### src/elpc_defs.vh
/*
 Constants for the exchange-side path control state machine:
 state codes, message codes, management command codes, timer lengths.
 Assumes inclusion by the path control modules, the checker, the peer model and the bench.
*/
`ifndef ELPC_DEFS_VH
`define ELPC_DEFS_VH

// Protocol states
`define ELPC_ST_OUT_OF_SERVICE 3'h0
`define ELPC_ST_NULL 3'h1
`define ELPC_ST_PATH_INIT_LOCAL 3'h2
`define ELPC_ST_PATH_INIT_PEER 3'h3
`define ELPC_ST_PATH_ACTIVE 3'h4
`define ELPC_ST_DISCONNECT_REQUEST 3'h5
`define ELPC_ST_PORT_BLOCKED 3'h6

// Outgoing message codes
`define ELPC_MSG_NONE 4'h0
`define ELPC_MSG_ESTABLISH 4'h1
`define ELPC_MSG_DISCONNECT 4'h2
`define ELPC_MSG_DISC_COMPLETE 4'h3
`define ELPC_MSG_STATUS_ENQUIRY 4'h4
`define ELPC_MSG_SIGNAL_ACK 4'h5
`define ELPC_MSG_PARAMETER 4'h6

// Management control commands
`define ELPC_MGT_NONE 3'h0
`define ELPC_MGT_BLOCK 3'h1
`define ELPC_MGT_UNBLOCK 3'h2
`define ELPC_MGT_RESTART_REQ 3'h3
`define ELPC_MGT_RESTART_DONE 3'h4

// Timer lengths in milliseconds, sized to the default timer width
`define ELPC_T1_MS 16'h0FA0
`define ELPC_T3_MS 16'h07D0
`define ELPC_T4_MS 16'h0708
`define ELPC_TR_MS 16'h0064
`define ELPC_TT_MS 16'h07D0
// Cycles per millisecond at 10 MHz
`define ELPC_MS_CYCLES 16'h2710

// Retry limits
`define ELPC_T1_LIMIT 2'd2
`define ELPC_T3_LIMIT 2'd3
`define ELPC_T4_LIMIT 2'd3

`endif

### src/elpc_timer.v
/*
 One protocol timer: start or restart, stop, one-cycle expiry pulse.
 Assumes a one-cycle millisecond tick from the parent's divider.
*/
`include "elpc_defs.vh"

module elpc_timer #(
	parameter W = 16
) (
	input wire clk,
	input wire rstn,
	input wire tick_ms,
	input wire start,
	input wire stop,
	input wire [W-1:0] length,
	output reg running_q,
	output reg expired_q
);

reg [W-1:0] count_q;

////////////////////////////////////////////////////////////////////////////////
// Start wins over stop so a restart in a stopping cycle holds
always @(posedge clk) begin
	if (!rstn) begin
		running_q <= 1'b0;
		count_q <= {W{1'b0}};
		expired_q <= 1'b0;
	end else begin
		expired_q <= 1'b0;
		if (start) begin
			running_q <= 1'b1;
			count_q <= length;
		end else if (stop) begin
			running_q <= 1'b0;
		end else if (running_q && tick_ms) begin
			if (count_q <= {{(W-1){1'b0}}, 1'b1}) begin
				running_q <= 1'b0;
				expired_q <= 1'b1;
			end else begin
				count_q <= count_q - {{(W-1){1'b0}}, 1'b1};
			end
		end
	end
end

endmodule

### src/elpc_path_ctrl.v
/*
 Exchange-side path control state machine for one analogue user port:
 local requests, management commands, timer expiries, status checks.
 Assumes all request inputs are one-cycle pulses from logic on clk;
 one event is handled per cycle with a fixed priority.
*/
// Summary of operation
// - Parameter request sends message in active state
// - No sequence number: send, then disconnect
// - Disconnect-complete request clears initiated states
// - Block moves anywhere to blocked; unblock
// - Establish timer: retry once, then disconnect
// - Disconnect timer resends; third expiry errors
// - Status timer resends; third expiry errors
// - Status timer stops on answer or with all timers
// - Incompatible peer state outside disconnect request forces error; disconnect unless out of service or blocked
// - Receive-ack timer started once; sends acknowledge
// - Bad received sequence number in active state forces disconnect
// - Disconnect complete only after pending signalling action finishes
`include "elpc_defs.vh"

module elpc_path_ctrl #(
	parameter TW = 16,
	parameter [TW-1:0] T1_MS = `ELPC_T1_MS,
	parameter [TW-1:0] T3_MS = `ELPC_T3_MS,
	parameter [TW-1:0] T4_MS = `ELPC_T4_MS,
	parameter [TW-1:0] TR_MS = `ELPC_TR_MS,
	parameter [TW-1:0] TT_MS = `ELPC_TT_MS,
	parameter [15:0] MS_CYCLES = `ELPC_MS_CYCLES
) (
	input wire clk,
	input wire rstn,
	input wire local_parameter_send_request,
	input wire seq_unavailable,
	input wire local_disconnect_request,
	input wire local_disconnect_done_request,
	input wire establish_start,
	input wire establish_ack_received,
	input wire [2:0] management_control_command,
	input wire status_received,
	input wire status_is_answer,
	input wire [2:0] peer_state,
	input wire signal_received,
	input wire signal_ack_received,
	input wire rx_seq_invalid,
	input wire ack_pending_action,
	input wire action_done,
	output reg [3:0] tx_msg_q,
	output reg tx_valid_q,
	output reg management_error_indication,
	output reg upward_disconnect_complete_indication,
	output reg restart_ack_q,
	output reg clear_port_q,
	output reg [2:0] state_q
);

reg [15:0] div_q;
reg tick_q;
reg [1:0] t1_cnt_q;
reg [1:0] t3_cnt_q;
reg [1:0] t4_cnt_q;
reg ack_hold_q;
reg disc_pend_q;
reg [2:0] state_d;
reg [3:0] msg_d;
reg err_d, upind_d, rack_d, clr_d, stop_all, stop_t4;
reg stop_t1, pend_set, pend_d;
reg st1, st3, st4, str, stt;
wire t1_run, t3_run, t4_run, tr_run, tt_run;
wire t1_exp, t3_exp, t4_exp, tr_exp, tt_exp;
wire [2:0] ev_state;

////////////////////////////////////////////////////////////////////////////////
// Compatible states: peer reports the same path phase
function compat;
	input [2:0] own;
	input [2:0] peer;
	begin
		if (own == `ELPC_ST_PATH_INIT_LOCAL || own == `ELPC_ST_PATH_INIT_PEER)
			compat = (peer == `ELPC_ST_PATH_INIT_LOCAL) || (peer == `ELPC_ST_PATH_INIT_PEER);
		else
			compat = (peer == own);
	end
endfunction

// Initiated, active or disconnect states
function in_path;
	input [2:0] s;
	begin
		in_path = (s >= `ELPC_ST_PATH_INIT_LOCAL) && (s <= `ELPC_ST_DISCONNECT_REQUEST);
	end
endfunction

////////////////////////////////////////////////////////////////////////////////
// Millisecond tick from a divider
always @(posedge clk) begin
	if (!rstn) begin
		div_q <= 16'h0000;
		tick_q <= 1'b0;
	end else if (div_q == MS_CYCLES - 16'h0001) begin
		div_q <= 16'h0000;
		tick_q <= 1'b1;
	end else begin
		div_q <= div_q + 16'h0001;
		tick_q <= 1'b0;
	end
end

////////////////////////////////////////////////////////////////////////////////
// Event decision, one event per cycle, management first
always @* begin
	state_d = state_q;
	msg_d = `ELPC_MSG_NONE;
	err_d = 1'b0;
	upind_d = 1'b0;
	rack_d = 1'b0;
	clr_d = 1'b0;
	stop_all = 1'b0;
	stop_t4 = 1'b0;
	stop_t1 = 1'b0;
	pend_set = 1'b0;
	st1 = 1'b0;
	st3 = 1'b0;
	st4 = 1'b0;
	str = 1'b0;
	stt = 1'b0;
	if (management_control_command == `ELPC_MGT_BLOCK) begin
		if (state_q != `ELPC_ST_PORT_BLOCKED) begin
			state_d = `ELPC_ST_PORT_BLOCKED;
			if (in_path(state_q)) begin
				stop_all = 1'b1;
				msg_d = `ELPC_MSG_DISC_COMPLETE;
				upind_d = 1'b1;
			end else if (state_q == `ELPC_ST_NULL) begin
				stop_all = 1'b1;
				clr_d = 1'b1;
				upind_d = 1'b1;
			end
		end
	end else if (management_control_command == `ELPC_MGT_UNBLOCK) begin
		if (state_q == `ELPC_ST_PORT_BLOCKED)
			state_d = `ELPC_ST_NULL;
	end else if (management_control_command == `ELPC_MGT_RESTART_REQ) begin
		rack_d = 1'b1;
		if (state_q == `ELPC_ST_NULL || in_path(state_q)) begin
			msg_d = `ELPC_MSG_DISC_COMPLETE;
			upind_d = 1'b1;
			clr_d = (state_q == `ELPC_ST_NULL);
			stop_all = 1'b1;
			state_d = `ELPC_ST_OUT_OF_SERVICE;
		end
	end else if (management_control_command == `ELPC_MGT_RESTART_DONE) begin
		if (state_q == `ELPC_ST_OUT_OF_SERVICE)
			state_d = `ELPC_ST_NULL;
	end else if (status_received && state_q != `ELPC_ST_DISCONNECT_REQUEST) begin
		stop_t4 = status_is_answer;
		if (!compat(state_q, peer_state)) begin
			err_d = 1'b1;
			if (state_q != `ELPC_ST_OUT_OF_SERVICE && state_q != `ELPC_ST_PORT_BLOCKED) begin
				stop_all = 1'b1;
				msg_d = `ELPC_MSG_DISCONNECT;
				st3 = 1'b1;
				state_d = `ELPC_ST_DISCONNECT_REQUEST;
			end
		end
	end else if ((signal_received || signal_ack_received)
			&& state_q != `ELPC_ST_DISCONNECT_REQUEST) begin
		if (state_q != `ELPC_ST_PATH_ACTIVE) begin
			// Signalling out of place: ask the peer for its state
			msg_d = `ELPC_MSG_STATUS_ENQUIRY;
			st4 = 1'b1;
		end else if (rx_seq_invalid) begin
			stop_all = 1'b1;
			err_d = 1'b1;
			msg_d = `ELPC_MSG_DISCONNECT;
			st3 = 1'b1;
			state_d = `ELPC_ST_DISCONNECT_REQUEST;
		end else if (signal_received) begin
			str = !tr_run;
		end
	end else if (local_parameter_send_request && state_q == `ELPC_ST_PATH_ACTIVE) begin
		msg_d = `ELPC_MSG_PARAMETER;
		if (seq_unavailable) begin
			stop_all = 1'b1;
			err_d = 1'b1;
			st3 = 1'b1;
			pend_set = 1'b1;
			state_d = `ELPC_ST_DISCONNECT_REQUEST;
		end else begin
			stt = 1'b1;
		end
	end else if (local_disconnect_request && (in_path(state_q))
			&& state_q != `ELPC_ST_DISCONNECT_REQUEST) begin
		stop_all = 1'b1;
		msg_d = `ELPC_MSG_DISCONNECT;
		st3 = 1'b1;
		state_d = `ELPC_ST_DISCONNECT_REQUEST;
	end else if (local_disconnect_done_request && (state_q == `ELPC_ST_PATH_INIT_LOCAL
			|| state_q == `ELPC_ST_PATH_INIT_PEER)) begin
		stop_all = (state_q == `ELPC_ST_PATH_INIT_LOCAL);
		msg_d = `ELPC_MSG_DISC_COMPLETE;
		state_d = `ELPC_ST_NULL;
	end else if (establish_start && state_q == `ELPC_ST_NULL) begin
		msg_d = `ELPC_MSG_ESTABLISH;
		st1 = 1'b1;
		state_d = `ELPC_ST_PATH_INIT_LOCAL;
	end else if (establish_ack_received && state_q == `ELPC_ST_PATH_INIT_LOCAL) begin
		// Peer acknowledged our establish: path goes active
		stop_t1 = 1'b1;
		state_d = `ELPC_ST_PATH_ACTIVE;
	end else if (t1_exp && state_q == `ELPC_ST_PATH_INIT_LOCAL) begin
		if (t1_cnt_q == `ELPC_T1_LIMIT - 2'd1) begin
			st3 = 1'b1;
			msg_d = `ELPC_MSG_DISCONNECT;
			err_d = 1'b1;
			state_d = `ELPC_ST_DISCONNECT_REQUEST;
		end else begin
			msg_d = `ELPC_MSG_ESTABLISH;
			st1 = 1'b1;
		end
	end else if (t3_exp && state_q == `ELPC_ST_DISCONNECT_REQUEST) begin
		err_d = (t3_cnt_q == `ELPC_T3_LIMIT - 2'd1);
		msg_d = `ELPC_MSG_DISCONNECT;
		st3 = 1'b1;
	end else if (t4_exp && state_q != `ELPC_ST_DISCONNECT_REQUEST) begin
		msg_d = `ELPC_MSG_STATUS_ENQUIRY;
		st4 = 1'b1;
		if (t4_cnt_q == `ELPC_T4_LIMIT - 2'd1) begin
			err_d = 1'b1;
			if (state_q >= `ELPC_ST_NULL && state_q <= `ELPC_ST_PATH_ACTIVE) begin
				st4 = 1'b0;
				stop_all = 1'b1;
				msg_d = `ELPC_MSG_DISCONNECT;
				st3 = 1'b1;
				state_d = `ELPC_ST_DISCONNECT_REQUEST;
			end
		end
	end else if (tr_exp && state_q == `ELPC_ST_PATH_ACTIVE) begin
		msg_d = `ELPC_MSG_SIGNAL_ACK;
	end else if (tt_exp && state_q == `ELPC_ST_PATH_ACTIVE) begin
		stop_all = 1'b1;
		err_d = 1'b1;
		msg_d = `ELPC_MSG_DISCONNECT;
		st3 = 1'b1;
		state_d = `ELPC_ST_DISCONNECT_REQUEST;
	end
	// Owed disconnect takes the next free message slot; dropped once the state moves on
	pend_d = pend_set || (disc_pend_q && msg_d != `ELPC_MSG_NONE
		&& msg_d != `ELPC_MSG_DISCONNECT && state_d == `ELPC_ST_DISCONNECT_REQUEST);
	if (disc_pend_q && msg_d == `ELPC_MSG_NONE && state_q == `ELPC_ST_DISCONNECT_REQUEST)
		msg_d = `ELPC_MSG_DISCONNECT;
end

assign ev_state = state_d;

////////////////////////////////////////////////////////////////////////////////
// Registered outputs, retry counters, held acknowledge
always @(posedge clk) begin
	if (!rstn) begin
		state_q <= `ELPC_ST_NULL;
		tx_msg_q <= `ELPC_MSG_NONE;
		tx_valid_q <= 1'b0;
		management_error_indication <= 1'b0;
		upward_disconnect_complete_indication <= 1'b0;
		restart_ack_q <= 1'b0;
		clear_port_q <= 1'b0;
		t1_cnt_q <= 2'd0;
		t3_cnt_q <= 2'd0;
		t4_cnt_q <= 2'd0;
		ack_hold_q <= 1'b0;
		disc_pend_q <= 1'b0;
	end else begin
		state_q <= ev_state;
		disc_pend_q <= pend_d;
		management_error_indication <= err_d;
		upward_disconnect_complete_indication <= upind_d;
		restart_ack_q <= rack_d;
		clear_port_q <= clr_d;
		// A disconnect complete waits for the signalling action to finish
		if (msg_d == `ELPC_MSG_DISC_COMPLETE && ack_pending_action && !action_done) begin
			ack_hold_q <= 1'b1;
			tx_msg_q <= `ELPC_MSG_NONE;
			tx_valid_q <= 1'b0;
		end else if (ack_hold_q && action_done) begin
			ack_hold_q <= 1'b0;
			tx_msg_q <= `ELPC_MSG_DISC_COMPLETE;
			tx_valid_q <= 1'b1;
		end else begin
			tx_msg_q <= msg_d;
			tx_valid_q <= (msg_d != `ELPC_MSG_NONE);
		end
		// Expiry counts reset when the timer is freshly started
		if (stop_all || (st1 && !t1_exp))
			t1_cnt_q <= 2'd0;
		else if (t1_exp && st1)
			t1_cnt_q <= t1_cnt_q + 2'd1;
		if (ev_state != `ELPC_ST_DISCONNECT_REQUEST || (st3 && !t3_exp))
			t3_cnt_q <= 2'd0;
		else if (t3_exp)
			t3_cnt_q <= (t3_cnt_q == `ELPC_T3_LIMIT - 2'd1) ? 2'd0 : t3_cnt_q + 2'd1;
		if (stop_all || stop_t4 || (st4 && !t4_exp))
			t4_cnt_q <= 2'd0;
		else if (t4_exp && st4)
			t4_cnt_q <= (t4_cnt_q == `ELPC_T4_LIMIT - 2'd1) ? 2'd0 : t4_cnt_q + 2'd1;
	end
end

////////////////////////////////////////////////////////////////////////////////
// The five protocol timers
elpc_timer #(.W(TW)) u_t1 (.clk(clk), .rstn(rstn), .tick_ms(tick_q), .start(st1),
	.stop(stop_all | stop_t1), .length(T1_MS), .running_q(t1_run), .expired_q(t1_exp));
elpc_timer #(.W(TW)) u_t3 (.clk(clk), .rstn(rstn), .tick_ms(tick_q), .start(st3),
	.stop(stop_all), .length(T3_MS), .running_q(t3_run), .expired_q(t3_exp));
elpc_timer #(.W(TW)) u_t4 (.clk(clk), .rstn(rstn), .tick_ms(tick_q), .start(st4),
	.stop(stop_all | stop_t4), .length(T4_MS), .running_q(t4_run), .expired_q(t4_exp));
elpc_timer #(.W(TW)) u_tr (.clk(clk), .rstn(rstn), .tick_ms(tick_q), .start(str),
	.stop(stop_all), .length(TR_MS), .running_q(tr_run), .expired_q(tr_exp));
elpc_timer #(.W(TW)) u_tt (.clk(clk), .rstn(rstn), .tick_ms(tick_q), .start(stt),
	.stop(stop_all), .length(TT_MS), .running_q(tt_run), .expired_q(tt_exp));

endmodule

### config.mk
export PLATFORM = sky130hd
export DESIGN_NAME = elpc_path_ctrl
export DESIGN_NICKNAME = d
export VERILOG_FILES = /design/src/elpc_timer.v /design/src/elpc_path_ctrl.v
export VERILOG_INCLUDE_DIRS = /design/src
export SDC_FILE = /design/constraint.sdc
export NUM_CORES = 1
export LEC_CHECK = 0
export ABC_CLOCK_PERIOD_IN_PS = 3100
export BUFFER_PORTS_ARGS = -buffer_cell sky130_fd_sc_hd__buf_4
export CORE_ASPECT_RATIO = 1.2
export CORE_MARGIN = 5
export CORE_UTILIZATION = 30
export DETAILED_ROUTE_END_ITERATION = 8
export SLEW_MARGIN = 20
export SYNTH_ARGS = -nofsm -noshare
export SYNTH_HDL_FRONTEND = slang
export SYNTH_SLANG_ARGS = --single-unit
### constraint.sdc
create_clock -name clk -period 3.1 [get_ports clk]
set_input_delay 0.155 -clock clk [delete_from_list [all_inputs] [get_ports clk]]
set_output_delay 0.155 -clock clk [all_outputs]
set_load 0.02 [all_outputs]
==> flow_metrics.py <==
metrics = {
    "pwr": {
        "pwr-share-comb_pct": 19.1,
        "leakagePower_nw": 3.26,
        "power.density_mw_per_mm2": 496,
        "switching_share_pct": 28.8,
        "pwr-share-clk_pct": 42.4,
        "total_power_mw": 4.42,
        "internal-power_mw": 3.15,
        "seqPwrFrac_pct": 38.6,
        "switchingPower_mw": 1.27,
        "vdd_ir_drop_max_v": 0.000323,
    },
    "synth": {
        "post-synth-top-count-cell": "dfxtp_1",
        "synth_area_leaders": "dfxtp_1, nor2_1, a21oi_1",
        "synth_cell_types": 81,
        "synth_xor_xnor_area_share_pct": 2.94,
        "synth.yosys.warnings": 0,
        "seq_area_frac_synth_pct": 33.9,
        "synthSimpleGateAreaFrac_pct": 32.8,
        "synth-edff-count": 0,
        "synth_compound_area_share_pct": 22.0,
        "synthMuxAreaShare_pct": 1.63,
        "synthCells": 931,
        "async_reset_ff_share_pct": 0,
        "syn_nets": 964,
        "synth_seq_cells": 126,
        "netlist_area_sq_mm": 0.00744,
        "synth.largest_area_cell": "dfxtp_1",
        "synthTopCellsByCount": "dfxtp_1, nor2_1, nand2_1, a21oi_1, o21ai_0",
        "synth_top_family_by_area": "simple AND/OR/NAND/NOR gates",
        "synth_adder_area_share_pct": 2.02,
        "synth_top_area_share_pct": 33.9,
        "yosys_most_used_dff": "dfxtp_1",
        "avgSynthCellArea_sq_um": 7.99,
    },
    "worst_setup_path": {
        "crit_type": "reg2reg",
        "crit_path_end_kind": "flop",
        "start_kind": "flop",
        "arrival_ns": 3.25,
        "critPathMaxFanout": 24,
        "cp.required_ns": 3.44,
    },
    "clock_tree": {
        "cts_made_buffers": 17,
        "cts_tree": "yes",
        "postCtsSetupBuffers": 0,
        "clk_pin_slew_ns": 0.06,
        "clockRootBuffer": "clkbuf_16",
        "clock-sinks": 126,
        "clkLatencyLatePin_ns": 0.42,
        "cts.path.max_buffers": 2,
        "h-tree-depth": 4,
    },
    "global_route": {
        "grt_pass1_vias": 6886,
        "met3_usage_pct": 2.75,
        "busiest_layer": "met2",
        "track_usage_pct": 15.1,
        "antenna_found_initial": 0,
        "grt_use_met2_pct": 26.2,
        "grt_pass1_wl_mm": 35.1,
        "met1_usage_pct": 18.0,
        "gr-total-overflow": 0,
        "grt_start_max_net_pins": 33,
    },
    "placed_design": {
        "io_buffers": 31,
        "post-dp-hpwl_mm": 15.7,
        "pre_cts_slack_ns": 0.142,
        "placed_cell_area_sq_mm": 0.00835,
        "gp_congestion": 1.01,
        "dp_cells": 1299,
    },
    "route": {
        "drt-vias-per-instance": 5.49,
        "drc_errors": 0,
        "first_pass_iters": 4,
        "wl_mm": 21.3,
        "drt-initial-drc-count": 509,
        "final_antenna_net_count": 0,
        "wire_per_inst_um": 16.0,
        "vias": 7309,
    },
    "floorplanning": {
        "ios": 33,
        "placeableCoreArea_sq_mm": 0.0246,
        "initial_core_util_pct": 30.2,
        "rows": 63,
        "die_w_um": 154,
        "fp.dieH_um": 182,
        "die_area_sq_mm": 0.0280,
    },
    "min_path": {
        "hold_path.class": "in2reg",
    },
    "sta": {
        "fin_crit_ns": 2.91,
        "drv_slew": 0,
        "final.setup.worst_slack_ns": 0.187,
        "timing.hold.ws_ns": 0.0245,
        "max_freq_mhz": 343,
        "rsz0062_at_grt": "no",
        "tns_ns": 0,
        "skew_ns": 0.00819,
        "worstMarginPinSlew_ns": 0.876,
        "setup_violations": 0,
        "hold_viol_final": 0,
        "max_slew_margin_pct": 41.4,
        "period_share_pct": 94.0,
    },
    "layout": {
        "nets": 1027,
        "fin_cells": 1331,
        "diodes": 0,
        "drive_gt1_share_pct": 17.4,
        "post-route-util_pct": 36.3,
        "fin_area_sq_mm": 0.00892,
        "area_growth_pct": 19.9,
    },
    "flow_run": {
        "max-cap-violations": 0,
    },
    "run_status": {
        "status": "finished clean",
    },
}
-- kinds of logic after synthesis --
family          Yosys count
fa+ha+maj                12
xor+xnor                 25
mux                      12
simple gates            429
buf+inv                  84
other cells               1
flops                   126
compound gates          242
-- routing by layer --
metal  routed length, um  vias up
met2               10400      211
met4                 812        0
met3                 959       57
met5                   0        -
met1                9060     3448
li1                    -     3593
-- worst paths after layout --
check | startpoint | to | slack [ns] | cells after the start
hold reg to reg | div_q[0] | div_q[0] | 0.44 | 1
hold / removal | action_done | ack_hold_q | 0.02 | 3
setup / recovery | state_q[2] | u_tr.count_q[6] | 0.19 | 8
setup reg to reg | state_q[2] | u_tr.count_q[6] | 0.19 | 8
-- worst max-delay path, cell delays in order, from the launching register on --
cell,delay (ns)
dfxtp_2,0.36
buf_4,0.19
or3_1,0.40
a31o_2,0.26
o21ai_1,0.23
or2_2,0.24
o211ai_2,0.37
or4_1,0.62
a31oi_1,0.16
-- flip-flops by register name (all words and copies together) (netlist names), 3 cells and up --
signal	flops
div_q	16
u_t1.count_q	16
u_t3.count_q	16
u_t4.count_q	16
u_tr.count_q	16
u_tt.count_q	16
state_q	3
tx_msg_q	3
-- cell type report --
| class | instances | area, sq um |
|---|---|---|
| Clock buffer | 24 | 482 |
| Timing Repair Buffer | 98 | 738 |
| Clock inverter | 7 | 62.6 |
| Multi-Input combinational cell | 721 | 4590 |
| Tap cell | 325 | 407 |
| Inverter | 30 | 113 |
| Fill cell | 2569 | 15700 |
| Sequential cell | 126 | 2530 |
-- cell usage in the layout, fill, tap and decap left out, drive strengths merged, types with 10 or more instances in the layout --
master,netlist,layout
a21oi,60,60
a31oi,21,21
and3,17,17
buf,14,97
clkbuf,40,24
dfxtp,126,126
ha,12,12
inv,29,29
mux2i,11,11
nand2,64,64
nand2b,30,30
nand3,24,24
nand4,15,15
nor2,90,90
nor2b,11,11
nor3,25,25
nor3b,10,10
nor4,25,25
o211ai,16,16
o21ai,45,45
o31a,15,15
o31ai,17,17
or2,14,14
or3,25,25
or4,24,24
xor2,17,17
-- power groups by stage --
stage          clock network (mW)  registers, mW  logic (mW)
6_report                     1.87           1.71       0.843
5_1_grt                      1.99           1.71       0.921
4_1_cts                      1.92           1.70       0.833
3_5_place_dp                    0           1.74       0.828
3_3_place_gp                    0           1.74       0.826
2_1_floorplan                   0           1.74       0.513
-- repair_timing --
item,in CTS,in global routing
endpoints found under the setup margin,0,17
hold endpoints to repair,1,0
hold buffers,1,0
gates resized for setup,0,4
Note: power is estimated with default switching activity, not from simulation.
